File: config.mk
export PLATFORM = sky130hd
export DESIGN_NAME = csl_code_security_lock
export DESIGN_NICKNAME = d
export VERILOG_FILES = /design/src/logic/csl_code_security_lock.v
export VERILOG_INCLUDE_DIRS = /design/src /design/src/logic
export SDC_FILE = /design/constraint.sdc
export NUM_CORES = 1
export LEC_CHECK = 0
export BUFFER_PORTS_ARGS = -buffer_cell sky130_fd_sc_hd__buf_2
export CAP_MARGIN = 20
export CORE_MARGIN = 2
export CORE_UTILIZATION = 34
export CTS_CLUSTER_SIZE = 12
export DETAILED_ROUTE_END_ITERATION = 8
export GPL_TIMING_DRIVEN = 1
export PLACE_DENSITY_LB_ADDON = 0.05
export SLEW_MARGIN = 0
export SYNTH_ARGS = -nofsm -noshare
export SYNTH_HDL_FRONTEND = slang
export SYNTH_SLANG_ARGS = --single-unit
File: constraint.sdc
create_clock -name clk -period 5.1 [get_ports clk]
set_clock_uncertainty 0.1 [all_clocks]
set_input_delay 0 -clock clk [delete_from_list [all_inputs] [get_ports clk]]
set_output_delay 0 -clock clk [all_outputs]
set_load 0.02 [all_outputs]
File: src/logic/csl_defs.vh
// Behaviour
// with no lock bit programmed, verify reads program memory back
// a programmed key array makes verify return encrypted bytes
// lock bit one blocks external table reads from reaching internal code
// lock bit one latches the external access pin at reset, held till next; the code follows the pin until lock bit one is programmed, then holds it
// lock bit one rejects every further programming attempt; the code still accepts writes to the lock byte at 4040h
// both lock bits also disable verify readout entirely
// key array holds 64 bytes, erased state reads all ones
// lock bit two acts and may be set only when lock bit one is set
// image key at 4000h..403fh, key byte ffh means no encryption
// image lock bits at 4040h bits 0 and 1, zero enables protection
// programmer uses only none, bit one only, or both combinations
// encrypted verify combines byte with key byte at low six address bits
`ifndef CSL_DEFS_VH
`define CSL_DEFS_VH
// ----------------------------------------
// image map
// ----------------------------------------
`define CSL_CODE_LAST   16'h3fff
`define CSL_KEY_BASE    16'h4000
`define CSL_KEY_LAST    16'h403f
`define CSL_LOCK_ADDR   16'h4040
`define CSL_LOCK1_BIT   0
`define CSL_LOCK2_BIT   1
`define CSL_KEY_DEPTH   64
`define CSL_ERASED      8'hff
// ----------------------------------------
// avalon registers (byte addresses)
// ----------------------------------------
`define CSL_REG_CTRL    4'h0
`define CSL_REG_STAT    4'h4
`define CSL_REG_KEYIDX  4'h8
`define CSL_REG_KEYDAT  4'hc
`define CSL_CTRL_RST    2'b11
`endif

File: src/logic/csl_code_security_lock.v
// Design decisions made here: the register offsets and the Avalon-MM interface to the registers.
`timescale 1ns/1ps
`default_nettype none
`include "csl_defs.vh"
module csl_code_security_lock (
   // clock and reset
   input  wire        clk,
   input  wire        sys_rst,
   // avalon-mm slave
   input  wire [3:0]  avs_address,
   input  wire        avs_read,
   input  wire        avs_write,
   input  wire [31:0] avs_writedata,
   output reg  [31:0] avs_readdata,
   output wire        avs_waitrequest,
   // programmer port
   input  wire        program_strobe,
   input  wire [15:0] prg_addr,
   input  wire [7:0]  prg_data,
   input  wire        verify_req,
   output reg  [7:0]  verify_data,
   output reg         verify_valid,
   output reg         program_strobe_reject,
   // program memory side
   output wire [13:0] code_addr,
   input  wire [7:0]  code_rdata,
   output reg         code_we,
   output reg  [7:0]  code_wdata,
   // core side
   input  wire        code_table_read,
   input  wire        fetch_external,
   output wire        table_read_block,
   input  wire        external_access_pin,
   output reg         ea_latched
);

   // ----------------------------------------
   // lock state and key storage
   // ----------------------------------------
   // lock bits, active low: a one leaves that protection off
   reg  [1:0]  lock_bits_byte_r;
   reg  [1:0]  lock_bits_byte_nxt;
   // set once any key byte other than the erased value is stored
   reg         key_set_r;
   reg         key_set_nxt;
   // key array, one byte per low address pattern
   reg  [7:0]  key_mem [0:`CSL_KEY_DEPTH-1];
   // write strobe for the key array
   reg         key_we_nxt;
   // loop index for the key array reset
   integer     i;

   // ----------------------------------------
   // pin synchronisers and latch control
   // ----------------------------------------
   // strobe synchroniser plus one stage for edge detection
   reg  [2:0]  strb_s;
   // external access pin synchroniser
   reg  [1:0]  ea_s;
   // low during reset and in the first cycle after it
   reg         rst_seen_r;
   reg         ea_latched_nxt;

   // ----------------------------------------
   // programmer and verify path
   // ----------------------------------------
   // programming outputs, next values
   reg         code_we_nxt;
   reg  [7:0]  code_wdata_nxt;
   reg         program_strobe_reject_nxt;
   // verify request, one cycle behind the pin
   reg         vreq_q;
   reg         verify_valid_nxt;
   reg  [7:0]  verify_data_nxt;

   // ----------------------------------------
   // register bus
   // ----------------------------------------
   // high in the cycle in which the answer stands
   reg         ack_r;
   reg         ack_nxt;
   reg  [31:0] avs_readdata_nxt;
   // key byte pointer for the register window
   reg  [5:0]  key_idx_r;
   reg  [5:0]  key_idx_nxt;

   // ----------------------------------------
   // decoded conditions
   // ----------------------------------------
   wire        lock1;
   wire        lock2;
   wire        strobe_rise;
   wire        in_code;
   wire        in_key;
   wire        in_lock;
   wire        bus_req;
   wire [5:0]  key_sel;

   // a zero in lock bit one switches on the basic protection
   assign lock1 = ~lock_bits_byte_r[`CSL_LOCK1_BIT];
   // bit two only counts while bit one is on
   assign lock2 = lock1 & ~lock_bits_byte_r[`CSL_LOCK2_BIT];

   // image regions seen on the programmer address
   assign in_code = (prg_addr <= `CSL_CODE_LAST);
   assign in_key  = (prg_addr >= `CSL_KEY_BASE) && (prg_addr <= `CSL_KEY_LAST);
   assign in_lock = (prg_addr == `CSL_LOCK_ADDR);

   // key byte chosen by the low six address bits
   assign key_sel = prg_addr[5:0];

   // code memory shares the low address bits
   assign code_addr = prg_addr[13:0];

   // with lock bit one on, external table reads are kept away from internal code
   assign table_read_block = lock1 & code_table_read & fetch_external;

   // one wait state: waitrequest drops in the second cycle of a request
   assign bus_req         = avs_read | avs_write;
   assign avs_waitrequest = bus_req & ~ack_r;

   // ----------------------------------------
   // pin synchronisers
   // ----------------------------------------
   // strobe synchroniser, cleared so a strobe held high through reset gives an edge right after reset
   always @(posedge clk) begin
      if (sys_rst) begin
         strb_s <= 3'h0;
      end else begin
         strb_s <= {strb_s[1:0], program_strobe};
      end
   end

   // rising edge of the synchronised strobe
   assign strobe_rise = strb_s[1] & ~strb_s[2];

   // pin synchroniser runs through reset so the latch sees the live pin
   always @(posedge clk) begin
      ea_s <= {ea_s[0], external_access_pin};
   end

   // ----------------------------------------
   // external access latch
   // ----------------------------------------
   // pin taken in the first cycle after reset, then held while locked
   always @* begin
      ea_latched_nxt = ea_latched;
      if (!rst_seen_r || !lock1) begin
         ea_latched_nxt = ea_s[1];
      end
   end

   // latch flops
   always @(posedge clk) begin
      if (sys_rst) begin
         rst_seen_r <= 1'b0;
         ea_latched <= 1'b0;
      end else begin
         rst_seen_r <= 1'b1;
         ea_latched <= ea_latched_nxt;
      end
   end

   // ----------------------------------------
   // programming path
   // ----------------------------------------
   // decode one programming strobe into a write, a key store or a refusal
   always @* begin
      code_we_nxt        = 1'b0;
      code_wdata_nxt     = code_wdata;
      program_strobe_reject_nxt    = 1'b0;
      key_we_nxt         = 1'b0;
      key_set_nxt        = key_set_r;
      lock_bits_byte_nxt = lock_bits_byte_r;
      if (strobe_rise) begin
         if (lock1 && !in_lock) begin
            // lock bit one refuses all further programming except writes to the lock byte
            program_strobe_reject_nxt = 1'b1;
         end else if (in_code) begin
            code_we_nxt    = 1'b1;
            code_wdata_nxt = prg_data;
         end else if (in_key) begin
            key_we_nxt = 1'b1;
            if (prg_data != `CSL_ERASED) begin
               key_set_nxt = 1'b1;
            end
         end else if (in_lock) begin
            // zero bits program, a one leaves the bit as it is
            lock_bits_byte_nxt[`CSL_LOCK1_BIT] = lock_bits_byte_r[`CSL_LOCK1_BIT]
                                                 & prg_data[`CSL_LOCK1_BIT];
            // bit two only with bit one already on or set by this write
            if (!prg_data[`CSL_LOCK1_BIT] || lock1) begin
               lock_bits_byte_nxt[`CSL_LOCK2_BIT] = lock_bits_byte_r[`CSL_LOCK2_BIT]
                                                    & prg_data[`CSL_LOCK2_BIT];
            end
         end
      end
   end

   // programming flops; lock bits come up unprogrammed
   always @(posedge clk) begin
      if (sys_rst) begin
         code_we          <= 1'b0;
         code_wdata       <= 8'h00;
         program_strobe_reject      <= 1'b0;
         key_set_r        <= 1'b0;
         lock_bits_byte_r <= `CSL_CTRL_RST;
      end else begin
         code_we          <= code_we_nxt;
         code_wdata       <= code_wdata_nxt;
         program_strobe_reject      <= program_strobe_reject_nxt;
         key_set_r        <= key_set_nxt;
         lock_bits_byte_r <= lock_bits_byte_nxt;
      end
   end

   // ----------------------------------------
   // key array
   // ----------------------------------------
   // erased to all ones, one byte stored per accepted strobe to the key region
   always @(posedge clk) begin
      if (sys_rst) begin
         for (i = 0; i < `CSL_KEY_DEPTH; i = i + 1) begin
            key_mem[i] <= `CSL_ERASED;
         end
      end else if (key_we_nxt) begin
         key_mem[key_sel] <= prg_data;
      end
   end

   // ----------------------------------------
   // verify readout
   // ----------------------------------------
   // an all-ones key byte inverts to zero and leaves the code plain
   always @* begin
      verify_valid_nxt = vreq_q & ~lock2;
      verify_data_nxt  = verify_data;
      if (vreq_q) begin
         if (lock2) begin
            verify_data_nxt = 8'h00;
         end else if (in_key) begin
            verify_data_nxt = key_mem[key_sel];
         end else if (in_lock) begin
            verify_data_nxt = {6'h3f, lock_bits_byte_r};
         end else begin
            verify_data_nxt = code_rdata ^ ~key_mem[key_sel];
         end
      end
   end

   // verify flops
   always @(posedge clk) begin
      if (sys_rst) begin
         vreq_q       <= 1'b0;
         verify_valid <= 1'b0;
         verify_data  <= 8'h00;
      end else begin
         vreq_q       <= verify_req;
         verify_valid <= verify_valid_nxt;
         verify_data  <= verify_data_nxt;
      end
   end

   // ----------------------------------------
   // register bus slave
   // ----------------------------------------
   // read data loads in the wait cycle so it stands when waitrequest drops
   always @* begin
      ack_nxt          = bus_req & ~ack_r;
      key_idx_nxt      = key_idx_r;
      avs_readdata_nxt = avs_readdata;
      if (bus_req && !ack_r) begin
         case (avs_address)
            `CSL_REG_CTRL:   avs_readdata_nxt = {30'h0, lock_bits_byte_r};
            `CSL_REG_STAT:   avs_readdata_nxt = {27'h0, ea_latched, key_set_r,
                                                 lock2, lock1, table_read_block};
            `CSL_REG_KEYIDX: avs_readdata_nxt = {26'h0, key_idx_r};
            `CSL_REG_KEYDAT: avs_readdata_nxt = {24'h0, key_mem[key_idx_r]};
            default:         avs_readdata_nxt = 32'h0;
         endcase
      end
      // a write lands only at the edge where waitrequest is low
      if (avs_write && ack_r && avs_address == `CSL_REG_KEYIDX) begin
         key_idx_nxt = avs_writedata[5:0];
      end
   end

   // bus flops
   always @(posedge clk) begin
      if (sys_rst) begin
         ack_r        <= 1'b0;
         avs_readdata <= 32'h0;
         key_idx_r    <= 6'h00;
      end else begin
         ack_r        <= ack_nxt;
         avs_readdata <= avs_readdata_nxt;
         key_idx_r    <= key_idx_nxt;
      end
   end

endmodule
`default_nettype wire

-- Word-level counts from Yosys, hierarchy flattened
Memory sizes are Yosys's and may differ from the RTL's. A register that Yosys moved wholly into a read port is not among the register bits.
Index checks and enable logic that the tools add are counted.
Widths: inputs -> output; s select.
- magnitude comparators: 3
- eq/ne operators: 5
- mux-type cells: 21
- bitwise gates (word level): 20
- reduce and logical (&&, ||, !) cells: 19
- operators with widths (kind ; count):
    $mux 8 ; 4
    $pmux 8 s4 ; 1
    $mux 6 ; 3
    $eq 16x15->1 const B ; 1
    $ge 16x15->1 const B ; 1
    $le 16x14->1 const B ; 1
    $le 16x15->1 const B ; 1
    $mux 1 ; 13
    $reduce_and 5->1 ; 2
    $not 1->1 ; 9
    $and 1x1->1 ; 8
    $eq 4x4->1 const B ; 2
    $ne 8x8->1 const B ; 1
    $not 8->8 ; 1
    $reduce_or 8->1 ; 1
    $xor 8x8->8 ; 1
    $reduce_and 6->1 ; 1
    $logic_and 1x1->1 ; 5
    $eq 4x3->1 const B ; 1
    $logic_not 1->1 ; 4
    $logic_not 4->1 ; 1
    $reduce_and 3->1 ; 1
    $reduce_or 3->1 ; 1
    $logic_or 1x1->1 ; 2
    other kinds (2) ; 2
- flip-flop bits (word level): 69
- memory bits (writable): 512
- input bits: 77
- output and inout port bits: 68
- logic and storage cells: 85
- memories: 1
- memory list (name ; depth ; bits a word ; read ports ; clocked after Yosys merged registers in ; write ports ; line ; RTL):
    key_mem ; 64 ; 8 ; 2 ; 1 ; 64 ; csl_code_security_lock.v:47 ; reg [7:0] key_mem [0:`CSL_KEY_DEPTH-1];

-- Depth between registers and ports, before layout
Gate-level depths: netlist (run 1).
- depth in word-level cells: 11
- depth in mapped cells: 12

-- Worst setup path after synthesis (run 1)
OpenSTA, ideal clock, no wires.
- path kind: reg2reg
- start point: register strb_s[2]
- end point: memory key_mem[22][0], enable pin
- setup time: 384 ps
- data arrival time: 2050 ps
- setup slack: 2566 ps
- cell stages (with the launch flop): 7
- path buffers: 2
- clock period less this slack: 2534 ps
- cells stage by stage: dfxtp_1 > nand2b_1 > nor2_1 > clkbuf_1 > nand3_1 > clkbuf_1 > o21ai_0
- RTL lines (what ; line ; RTL):
    from (decl) ; csl_code_security_lock.v:57 ; reg [2:0] strb_s;
    from (signal assigned) ; csl_code_security_lock.v:130 ; strb_s <= {strb_s[1:0], program_strobe};
    to (decl) ; csl_code_security_lock.v:47 ;

==> results of run 1 <==
layout make-up:
| cell class | count | area (um2) | share of cell area [%] |
|---|---|---|---|
| flip-flops and latches | 563 | 16400 | 46.7 |
| multi-input cells | 1489 | 12700 | 36.2 |
| repair buffers | 312 | 2330 | 6.62 |
| clock buffers | 94 | 1890 | 5.39 |
| well taps | 1165 | 1460 | 4.15 |
| clock inverters | 31 | 305 | 0.869 |
| inverters | 11 | 41.3 | 0.117 |
cell families (layout without fill, tap and decap cells):
kind of cell    after synthesis  after routing  share of synthesized area [%]
simple gates                777            777                           14.8
flops                       563            563                           53.6
compound gates              357            357                           7.88
mux                         327            327                           18.4
other cells                   1             24                         0.0123
buf+inv                     333            448                           5.18
xor+xnor                      4              4                          0.115
report_power, final:
part / total, W / switching, W / internal [W]
clock network: 0.00489 / 0.00207 / 0.00283
logic: 0.000885 / 0.000643 / 0.000242
registers: 0.00504 / 0.0000135 / 0.00503
through the flow:
step	area, um2	hold slack (ns)	setup WS [ns]
after floorplan	30700	-0.0723	2.57
after global placement	32500	0.00566	1.46
after global routing	35100	0.0946	0.444
after detailed placement	32500	0.0101	1.46
after CTS	35100	0.0366	0.620
final	35100	0.0158	0.587
worst max-delay path by stage:
| stage | from | endpoint | slack (ns) | cells past startpoint |
|---|---|---|---|---|
| 4_1_cts | register | avs_readdata[5] | 0.62 | 9 |
| 3_5_place_dp | prg_addr[0] | verify_data[0] | 1.46 | 10 |
| 5_1_grt | register | avs_readdata[5] | 0.44 | 9 |
| 6_report | register | avs_readdata[5] | 0.59 | 9 |
| 2_1_floorplan | strb_s[2] | key_mem[22][0] | 2.57 | 6 |
| 3_3_place_gp | prg_addr[0] | verify_data[0] | 1.46 | 10 |
Yosys cell counts (11+ instances only):
cell type	number	share of area, %
inv_1	11	0.14
edfxtp_1	512	50
nor3_1	12	0.20
or3_1	499	10
a211oi_1	13	0.32
buf_4	59	1.4
o22ai_1	19	0.39
a22oi_1	53	1.3
a21oi_1	51	0.83
clkbuf_1	204	2.5
or2_2	12	0.25
nand2_1	68	0.83
dfxtp_1	51	3.3
nor2b_1	27	0.55
a221oi_1	54	1.5
buf_2	42	0.69
mux4_2	182	13
nor2_1	64	0.79
o21ai_0	99	1.6
a22o_1	12	0.34
mux2_2	55	2.0
mux2i_1	90	2.9
nand2b_1	22	0.45
nand3_1	27	0.44
routing by layer:
| metal | part of all wire, % | GRT usage, % | wire length, um | up-vias |
|---|---|---|---|---|
| met5 | 0.0070 | 0 | 9 | - |
| met3 | 7.4 | 4.39 | 9450 | 221 |
| met4 | 4.0 | 10.0 | 5130 | 2 |
| met1 | 42 | 37.3 | 53800 | 11854 |
| li1 | - | - | - | 9488 |
| met2 | 47 | 44.1 | 59700 | 1063 |
worst reg2reg max path: stages, from the launching register on:
cell           delay (ns)
dfxtp_4              0.84
buf_4                0.46
mux4_2               0.61
mux4_2               0.52
nand2_1              0.08
o21ai_0              0.27
a21oi_1              0.22
dlygate4sd3_1        0.58
a221oi_1             0.09
dlygate4sd3_1        0.61
flip-flops by register name (all words and copies together) (netlist names), named ones only:
name / cells
key_idx_r: 6
ack_r: 1
rst_seen_r: 1
key_set_r: 1
code_wdata: 8
key_mem: 512
vreq_q: 1
code_we: 1
ea_latched: 1
lock_bits_byte_r: 2
program_strobe_reject: 1
ea_s: 2
verify_valid: 1
strb_s: 3
avs_readdata: 8
verify_data: 8
repair_timing:
item | CTS | global route
hold buffers | 48 | 0
hold endpoints to repair | 51 | 0
gates resized for setup | 0 | 0
==> results.md, run 1 <==
- Status: completed
- Setup CP Type: register to register
- Buf/Inv on CP: 3
- Worst-Margin Slew: 1.17 ns
- Htree depth: 3
- Layout cells sized above 1: 24.8%
- Clk sink count: 563
- Tcrit/Tclk final: 88.5%
- R2r worst-path depth: 9
- Post-route DRC: 0
- Max Freq: 0.222 GHz
- Most common cell after layout, fill and taps aside: edfxtp_1
- Slew margin rel.: 21.4%
- Setup TNS: 0 ns
- Hold path startpoint: prg_data[6]
- Vias in the first global route: 22499
- Slowest CP cell: dfxtp_4
- CP max stage delay: 0.84 ns
- GRT Total Usage: 27.4%
- Worst-path fanout max: 27
- Net count, final: 2524
- Initial Util: 34.4%
- Die width: 304 um
- Initial antenna violation count: 4
- Largest net degree at the start of global routing: 73
- Final non-filler cell total: 3665
- Hold crit path type: input pin to register
- Overall routed net length: 128000 um
- Hold path depth: 4
- CTS tree: built
- Top FF cell, synth: edfxtp_1
- Post-synthesis async set-or-reset flop share: 0%
- Unrepaired setup endpoints after global routing: no
- Hold Crit Endpoint: code_wdata[6]
- First-pass GRT wire length: 181000 um
- CP cell instances: buf_4 > mux4_2 > mux4_2 > nand2_1 > o21ai_0 > a21oi_1 > dlygate4sd3_1 > a221oi_1 > dlygate4sd3_1
- Drt initial violations: 2575
- Design Power: 0.0108 W
- P_leak: 9.09 nW
- Avg Cell Area, Syn: 12.9 um2
- Fill cell count: 8349
- Core area: 88800 um2
- WP data required: 5.50 ns
- Critical R2R Capture: avs_readdata[5]
- Final setup vio count: 0
- Worst path arrival time: 4.91 ns
- Number of vias per cell: 6.17
- Die height: 304 um
- Cells after Synth: 2362
- PwrDens: 308 nW/um2
- R2R setup slack: 0.59 ns
- Wire per inst: 34.9 um
- Sequential area share after synthesis: 53.6%
- Worst-Skew Late Latency: 0.62 ns
- Synth Warn #: 0
- CTS buffer count: 70
- Most frequent cells in the layout: 512 x edfxtp_1, 499 x or3_1, 182 x mux4_2
- Final hold vios: 0
- N_diodes: 0
- Die area: 92400 um2
- Clk pin slew, worst setup/hold paths: 0.05 ns
- Clk root buf: clkbuf_16
- Startpoint Class: register
- Worst IR Drop VDD: 218 uV
- Antenna Violating Nets Remaining: 0
- Final HPWL DP: 84700 um
- Top Ports: 145
- Clock buffer depth: 3
- Drt pass-1 iters: 7
- Cell Area, Synth: 30600 um2
- Routed via count: 22628
- Routability cong.: 0.885
- Largest delay share family, worst path: buffers and inverters
- MaxCap Viol Count: 0
- Post-Place Cells: 3492
- Seq cells post-synth: 563
- CP Capture Type: register
- Number of synthesized flops with an enable pin: 512
- Area delta synth->final: 14.9%
- Cell variety after synth: 62
- Final core occ: 39.6%
- Tmin final: 4.51 ns
- Post-CTS setup buffer count: 0
- I/O Buffers: 94
- Overflow left after global routing: 0
- Core Rows: 109
- Final slew viol count: 0
Note: power is estimated with default switching activity, not from simulation.
==> run 2: changes to the inputs <==
CORE_UTILIZATION = 36   (was 34)
SETUP_SLACK_MARGIN = 0.3   (was not set)
==> run 2 against run 1 <==
Net effect:
- wire length shrank 1.1%
- largest cell class unchanged
- sequential power about the same
- register-to-register slack improved by 0.16 ns
- first-iteration DRC count is 4.2% higher
==> results.md, run 2 (synthesis gave the netlist of run 1 again) <==
- Worst-Skew Late Latency: 0.62 ns (about the same)
- Overflow left after global routing: 0 (unchanged)
- Largest reg by FF count: key_mem
- Gate power share: 8.2% (about the same)
- Critical R2R Capture: avs_readdata[5]
- Overall routed net length: 127000 um (-1.1%)
- Multi-input logic area: 12700 um2 (about the same)
- GRT Total Usage: 29.0% (+1.7 points)
- Initial antenna violation count: 6 (+2)
- Largest register FFs: 512 (unchanged)
- Routed via count: 22710 (+0.36%)
- Final setup vio count: 0 (unchanged)
- Worst-path fanout max: 25 (-7.4%)
- Die width: 295 um (-2.8%)
- Hold crit path type: input pin to register
- Top Ports: 145 (unchanged)
- Setup TNS: 0 ns (unchanged)
- Final core occ: 41.9% (+2.3 points)
- MaxCap Viol Count: 0 (unchanged)
- Max Freq: 0.230 GHz (+3.6%)
- Most common cell after layout, fill and taps aside: edfxtp_1
- R2R setup slack: 0.74 ns (+0.16 ns)
- CTS buffer count: 69 (-1.4%)
- R2r worst-path depth: 9 (unchanged)
- Net Sw Frac: 25.1% (-0.12 points)
- Unrepaired setup endpoints after global routing: no
- WP data required: 5.51 ns (about the same)
- Drt pass-1 iters: 5 (-2)
- Clock buffer depth: 3 (unchanged)
- Clk sink count: 563 (unchanged)
- Area delta synth->final: 14.8%
- Setup CP Type: register to register
- Post-route DRC: 0 (unchanged)
- Net count, final: 2524 (unchanged)
- Final slew viol count: 0 (unchanged)
- Tcrit/Tclk final: 85.4% (-3.1 points)
- Initial Util: 36.5% (+2.0 points)
- Htree depth: 3 (unchanged)
- Core area: 83800 um2 (-5.6%)
- Hold Crit Endpoint: code_wdata[6]
- Seq. cell area: 16400 um2 (unchanged)
- Routability cong.: 0.881 (-0.49%)
- Fill cell count: 7825 (-6.3%)
- Most frequent cells in the layout: 512 x edfxtp_1, 499 x or3_1, 182 x mux4_2
- Number of vias per cell: 6.24 (+1.1%)
- Clk pwr share: 44.9% (-0.3 points)
- Clk pin slew, worst setup/hold paths: 0.06 ns (about the same)
- Post-CTS sizing: 0 (unchanged)
- Antenna Violating Nets Remaining: 0 (unchanged)
- Total internal power: 0.00806 W (-0.44%)
- Status: completed
- Final hold vios: 0 (unchanged)
- CP Capture Type: register
- Net switching power: 0.00269 W (-1.1%)
- Worst IR Drop VDD: 216 uV (-0.65%)
- Tmin final: 4.36 ns (-0.158 ns)
- Sequential share of power: 46.9% (+0.3 points)
- Vias in the first global route: 22363 (-0.60%)
- PwrDens: 307 nW/um2 (-0.46%)
- Hold path depth: 4 (unchanged)
- Wire per inst: 34.8 um (-0.38%)
- Die height: 295 um (-2.8%)
- I/O Buffers: 94 (unchanged)
- Worst hold slack: 0.0390 ns (+0.0231 ns)
- Drt initial violations: 2683 (+4.2%)
- Hold path startpoint: prg_data[6]
- Core Rows: 106 (-2.8%)
- Slew margin rel.: 31.4% (+10 points)
- Largest net degree at the start of global routing: 74 (+1.4%)
- Layout cells sized above 1: 25.1% (+0.31 points)
- P_leak: 9.10 nW (+0.14%)
- Final HPWL DP: 82600 um (-2.5%)
- Worst-Margin Slew: 1.02 ns (-0.149 ns)
- First-pass GRT wire length: 178000 um (-1.4%)
- Worst path arrival time: 4.77 ns (-0.14 ns)
- Design Power: 0.0108 W (-0.60%)
- Startpoint Class: register
- Clk root buf: clkbuf_16
- CTS tree: built
- Die area: 87300 um2 (-5.5%)
## run 2: stage by stage
step | setup slack (ns) | instances | instance area [um2]
after CTS | 0.694 | 3632 | 35000
final | 0.745 | 3637 | 35100
after global routing | 0.529 | 3635 | 35100
after detailed placement | 1.30 | 3463 | 32400
after floorplan | 2.57 | 2385 | 30700
after global placement | 1.27 | 3462 | 32400
## run 2: final cells by class
class	count	share of cell area, %
multi-input cells	1489	36.2
diodes	2	0.0143
well taps	1134	4.04
flip-flops and latches	563	46.7
clock inverters	33	0.692
clock buffers	92	5.46
repair buffers	313	6.71
inverters	11	0.121
## run 2: metal layers
metal  wire [um]  GRT usage, %  vias up
li1            -             -     9488
met1       52700          40.1    11801
met2       58800          46.1     1170
met3        9820          4.74      249
met4        5300          10.8        2
met5          12             0        -
## run 2: worst max-delay path by stage
stage                startpoint         endpoint  cells after the start
CTS                    register  avs_readdata[5]                      9
finish                 register  avs_readdata[5]                      9
floorplan             strb_s[2]   key_mem[22][0]                      6
detailed placement  prg_addr[1]   verify_data[5]                      9
global route           register  avs_readdata[5]                      9
global placement    prg_addr[1]   verify_data[5]                      9
## run 2: power by group through the flow
| stage | registers (W) | logic (W) | clock network, W |
|---|---|---|---|
| 5_1_grt | 0.00504 | 0.000915 | 0.00505 |
| 2_1_floorplan | 0.00515 | 0.000442 | 0 |
| 6_report | 0.00504 | 0.000882 | 0.00483 |
| 3_3_place_gp | 0.00514 | 0.000841 | 0 |
| 4_1_cts | 0.00504 | 0.000867 | 0.00488 |
| 3_5_place_dp | 0.00514 | 0.000841 | 0 |
## run 2: repair_timing
action	4_1_cts	5_1_grt
buffers inserted	0	0
endpoints found under the hold margin	46	0
hold buffers	44	0
## run 2: critical path, stage by stage, from the launching register on
cell,delay [ns]
dfxtp_4,0.73
buf_4,0.45
mux4_2,0.56
mux4_2,0.45
nand2_1,0.07
o21ai_0,0.32
a21oi_1,0.26
dlygate4sd3_1,0.57
a221oi_1,0.07
dlygate4sd3_1,0.58
==> run 3: changes to the inputs <==
CORE_ASPECT_RATIO = 1.1   (was not set)
CORE_MARGIN = not set   (was 2)
SKIP_LAST_GASP = 1   (was not set)
==> run 3 against run 2 <==
Net effect:
- die area shrank 1.3%
- largest power group unchanged
- clock-buffer cell count shrank 1
- setup slack gained 0.49 ns
- non-clock buffer count shrank 6
- sequential power is essentially flat
- register-to-register slack gained 0.49 ns
- combinational power shrank 0.9%
- power shrank 0.58%
==> results.md, run 3 (synthesis gave the netlist of run 1 again) <==
- Status: completed
- Post-CTS setup buffer count: 0 (unchanged)
- Clk sink count: 563 (unchanged)
- Routed via count: 22528 (-0.80%)
- Net switching power: 0.00265 W (-1.5%)
- Placed inst area: 32400 um2 (-0.15%)
- Initial Util: 36.5% (about the same)
- Clk root buf: clkbuf_16
- Post-CTS sizing: 0 (unchanged)
- Most common cell after layout, fill and taps aside: edfxtp_1
- Startpoint Class: register
- MaxCap Viol Count: 0 (unchanged)
- Final setup vio count: 0 (unchanged)
- Worst setup slack after layout: 1.24 ns (+0.495 ns)
- Drt initial violations: 2536 (-5.5%)
- Drt pass-1 iters: 5 (unchanged)
- Wire per inst: 35.0 um (+0.47%)
- Slowest CP cell: dfxtp_4
- Worst-path fanout max: 25 (unchanged)
- Post-route DRC: 0 (unchanged)
- Vias in the first global route: 22181 (-0.81%)
- Overflow left after global routing: 0 (unchanged)
- Antenna Violating Nets Remaining: 0 (unchanged)
- Top Ports: 145 (unchanged)
- First-pass GRT wire length: 176000 um (-0.97%)
- CP cell instances: buf_4 > mux4_2 > mux4_2 > nand2_1 > o21ai_0 > a21oi_1 > a221oi_1 > dlygate4sd3_1
- Worst IR Drop VDD: 188 uV (-13%)
- Net count, final: 2516 (-0.32%)
- Routability cong.: 0.905 (+2.8%)
- CP Capture Type: register
- CTS buffer count: 67 (-2.9%)
- Initial antenna violation count: 3 (-3)
- Worst-Margin Slew: 1.09 ns (+0.0613 ns)
- CTS tree: built
- Overall routed net length: 127000 um (about the same)
- Post-Place Cells: 3452 (-0.32%)
- Final non-filler cell total: 3620 (-0.47%)
- Setup TNS: 0 ns (unchanged)
- WP data required: 5.50 ns (about the same)
- Buf/Inv on CP: 2 (-1)
- Die height: 308 um (+4.1%)
- PwrDens: 305 nW/um2 (-0.34%)
- Unrepaired setup endpoints after global routing: no
- Largest net degree at the start of global routing: 67 (-9.5%)
- Net Sw Frac: 24.8% (-0.23 points)
- Gate power share: 8.2% (about the same)
- Clk pin slew, worst setup/hold paths: 0.06 ns (about the same)
- CP max stage delay: 0.75 ns (+0.02 ns)
- Tcrit/Tclk final: 75.7% (-9.7 points)
- Clock buffer depth: 3 (unchanged)
- Sequential share of power: 47.1% (+0.2 points)
- Fin area: 35000 um2 (-0.24%)
- Fill cell count: 7786 (-0.50%)
- I/O Buffers: 94 (unchanged)
- Largest delay share family, worst path: multiplexers
- Number of vias per cell: 6.22 (-0.34%)
- GRT Total Usage: 29.3% (+0.21 points)
- Worst path arrival time: 4.27 ns (-0.50 ns)
- Setup CP Type: register to register
- Core area: 83700 um2 (about the same)
- Largest reg by FF count: key_mem
- Area delta synth->final: 14.5%
- Clk pwr share: 44.7% (-0.2 points)
- Hold crit path type: input pin to register
- Final slew viol count: 0 (unchanged)
- Slew margin rel.: 27.5% (-3.9 points)
- P_leak: 9.06 nW (-0.43%)
- Worst-Skew Late Latency: 0.61 ns (about the same)
- Htree depth: 3 (unchanged)
- Die area: 86100 um2 (-1.3%)
- Die width: 280 um (-5.3%)
- Layout cells sized above 1: 24.8% (-0.32 points)
- Cell mode on critical path: mux4_2
- Pre-CTS setup slack: 1.30 ns (+0.00327 ns)
- Final HPWL DP: 84200 um (+1.9%)
- Final hold vios: 0 (unchanged)
- Largest register FFs: 512 (unchanged)
- Total internal power: 0.00804 W (-0.27%)
- Core Rows: 111 (+4.7%)
- Most frequent cells in the layout: 512 x edfxtp_1, 499 x or3_1, 182 x mux4_2
- Tmin final: 3.86 ns (-0.495 ns)
- Max Freq: 0.259 GHz (+13%)
[run 3: changes by cell type in the layout (fill, tap and decap cells not counted), moves of 2 or more]
cell	previous run	this run
clkbuf_8	4	6
dlygate4sd3_1	44	47
clkbuf_1	16	13
inv_6	3	1
buf_4	165	159
clkinv_2	11	7
[run 3: final timing paths]
check,endpoint,depth (start not counted),slack (ns),start
worst min register to register,ea_s[1],0,0.23,ea_s[0]
worst max register to register,avs_readdata[5],8,1.24,register
worst max-delay path,avs_readdata[5],8,1.24,register
worst min-delay path,code_wdata[5],4,0.02,prg_data[5]
[run 3: per-layer routing]
layer / up-vias / wire [um] / global-route usage (%)
met2: 1085 / 59800 / 47.5
met1: 11766 / 52100 / 38.7
met3: 232 / 9310 / 4.96
li1: 9443 / - / -
met5: - / 7 / 0
met4: 2 / 5350 / 12.2
[run 3: layout make-up]
type / instances / area (um2) / share of cell area [%]
antenna: 1 / 2.50 / 0.00715
clock inverter: 28 / 201 / 0.575
multi-input combinational: 1489 / 12700 / 36.3
clock buffer: 91 / 1920 / 5.47
sequential: 563 / 16400 / 46.9
timing repair buffer: 307 / 2320 / 6.62
tap: 1130 / 1410 / 4.04
inverter: 11 / 41.3 / 0.118
[run 3: through the flow]
stage	hold WS, ns	total power (W)	util [%]
2_1_floorplan	-0.0723	0.00559	-
3_3_place_gp	0.00318	0.00598	38.7
3_5_place_dp	0.00667	0.00598	38.7
4_1_cts	0.0259	0.0108	41.8
5_1_grt	0.0796	0.0109	41.8
6_report	0.0163	0.0107	41.8
[run 3: power groups by stage]
| stage | clock network, W | logic (W) | registers (W) |
|---|---|---|---|
| floorplan | 0 | 0.000442 | 0.00515 |
| global placement | 0 | 0.000840 | 0.00514 |
| detailed placement | 0 | 0.000844 | 0.00514 |
| CTS | 0.00485 | 0.000870 | 0.00504 |
| global route | 0.00500 | 0.000903 | 0.00504 |
| finish | 0.00478 | 0.000874 | 0.00504 |
[run 3: timing repair]
| action | CTS | global route |
|---|---|---|
| hold buffers | 47 | 0 |
| setup endpoints to repair | 0 | 0 |
| hold endpoints to repair | 61 | 0 |
[run 3: tightest hold or removal path: cells and delay by family]
| kind | cells | cell delay, ns |
|---|---|---|
| buffers and inverters | 2 | 0.37 |
| AND/OR/NAND/NOR | 1 | 0.05 |
| multiplexers | 1 | 0.24 |
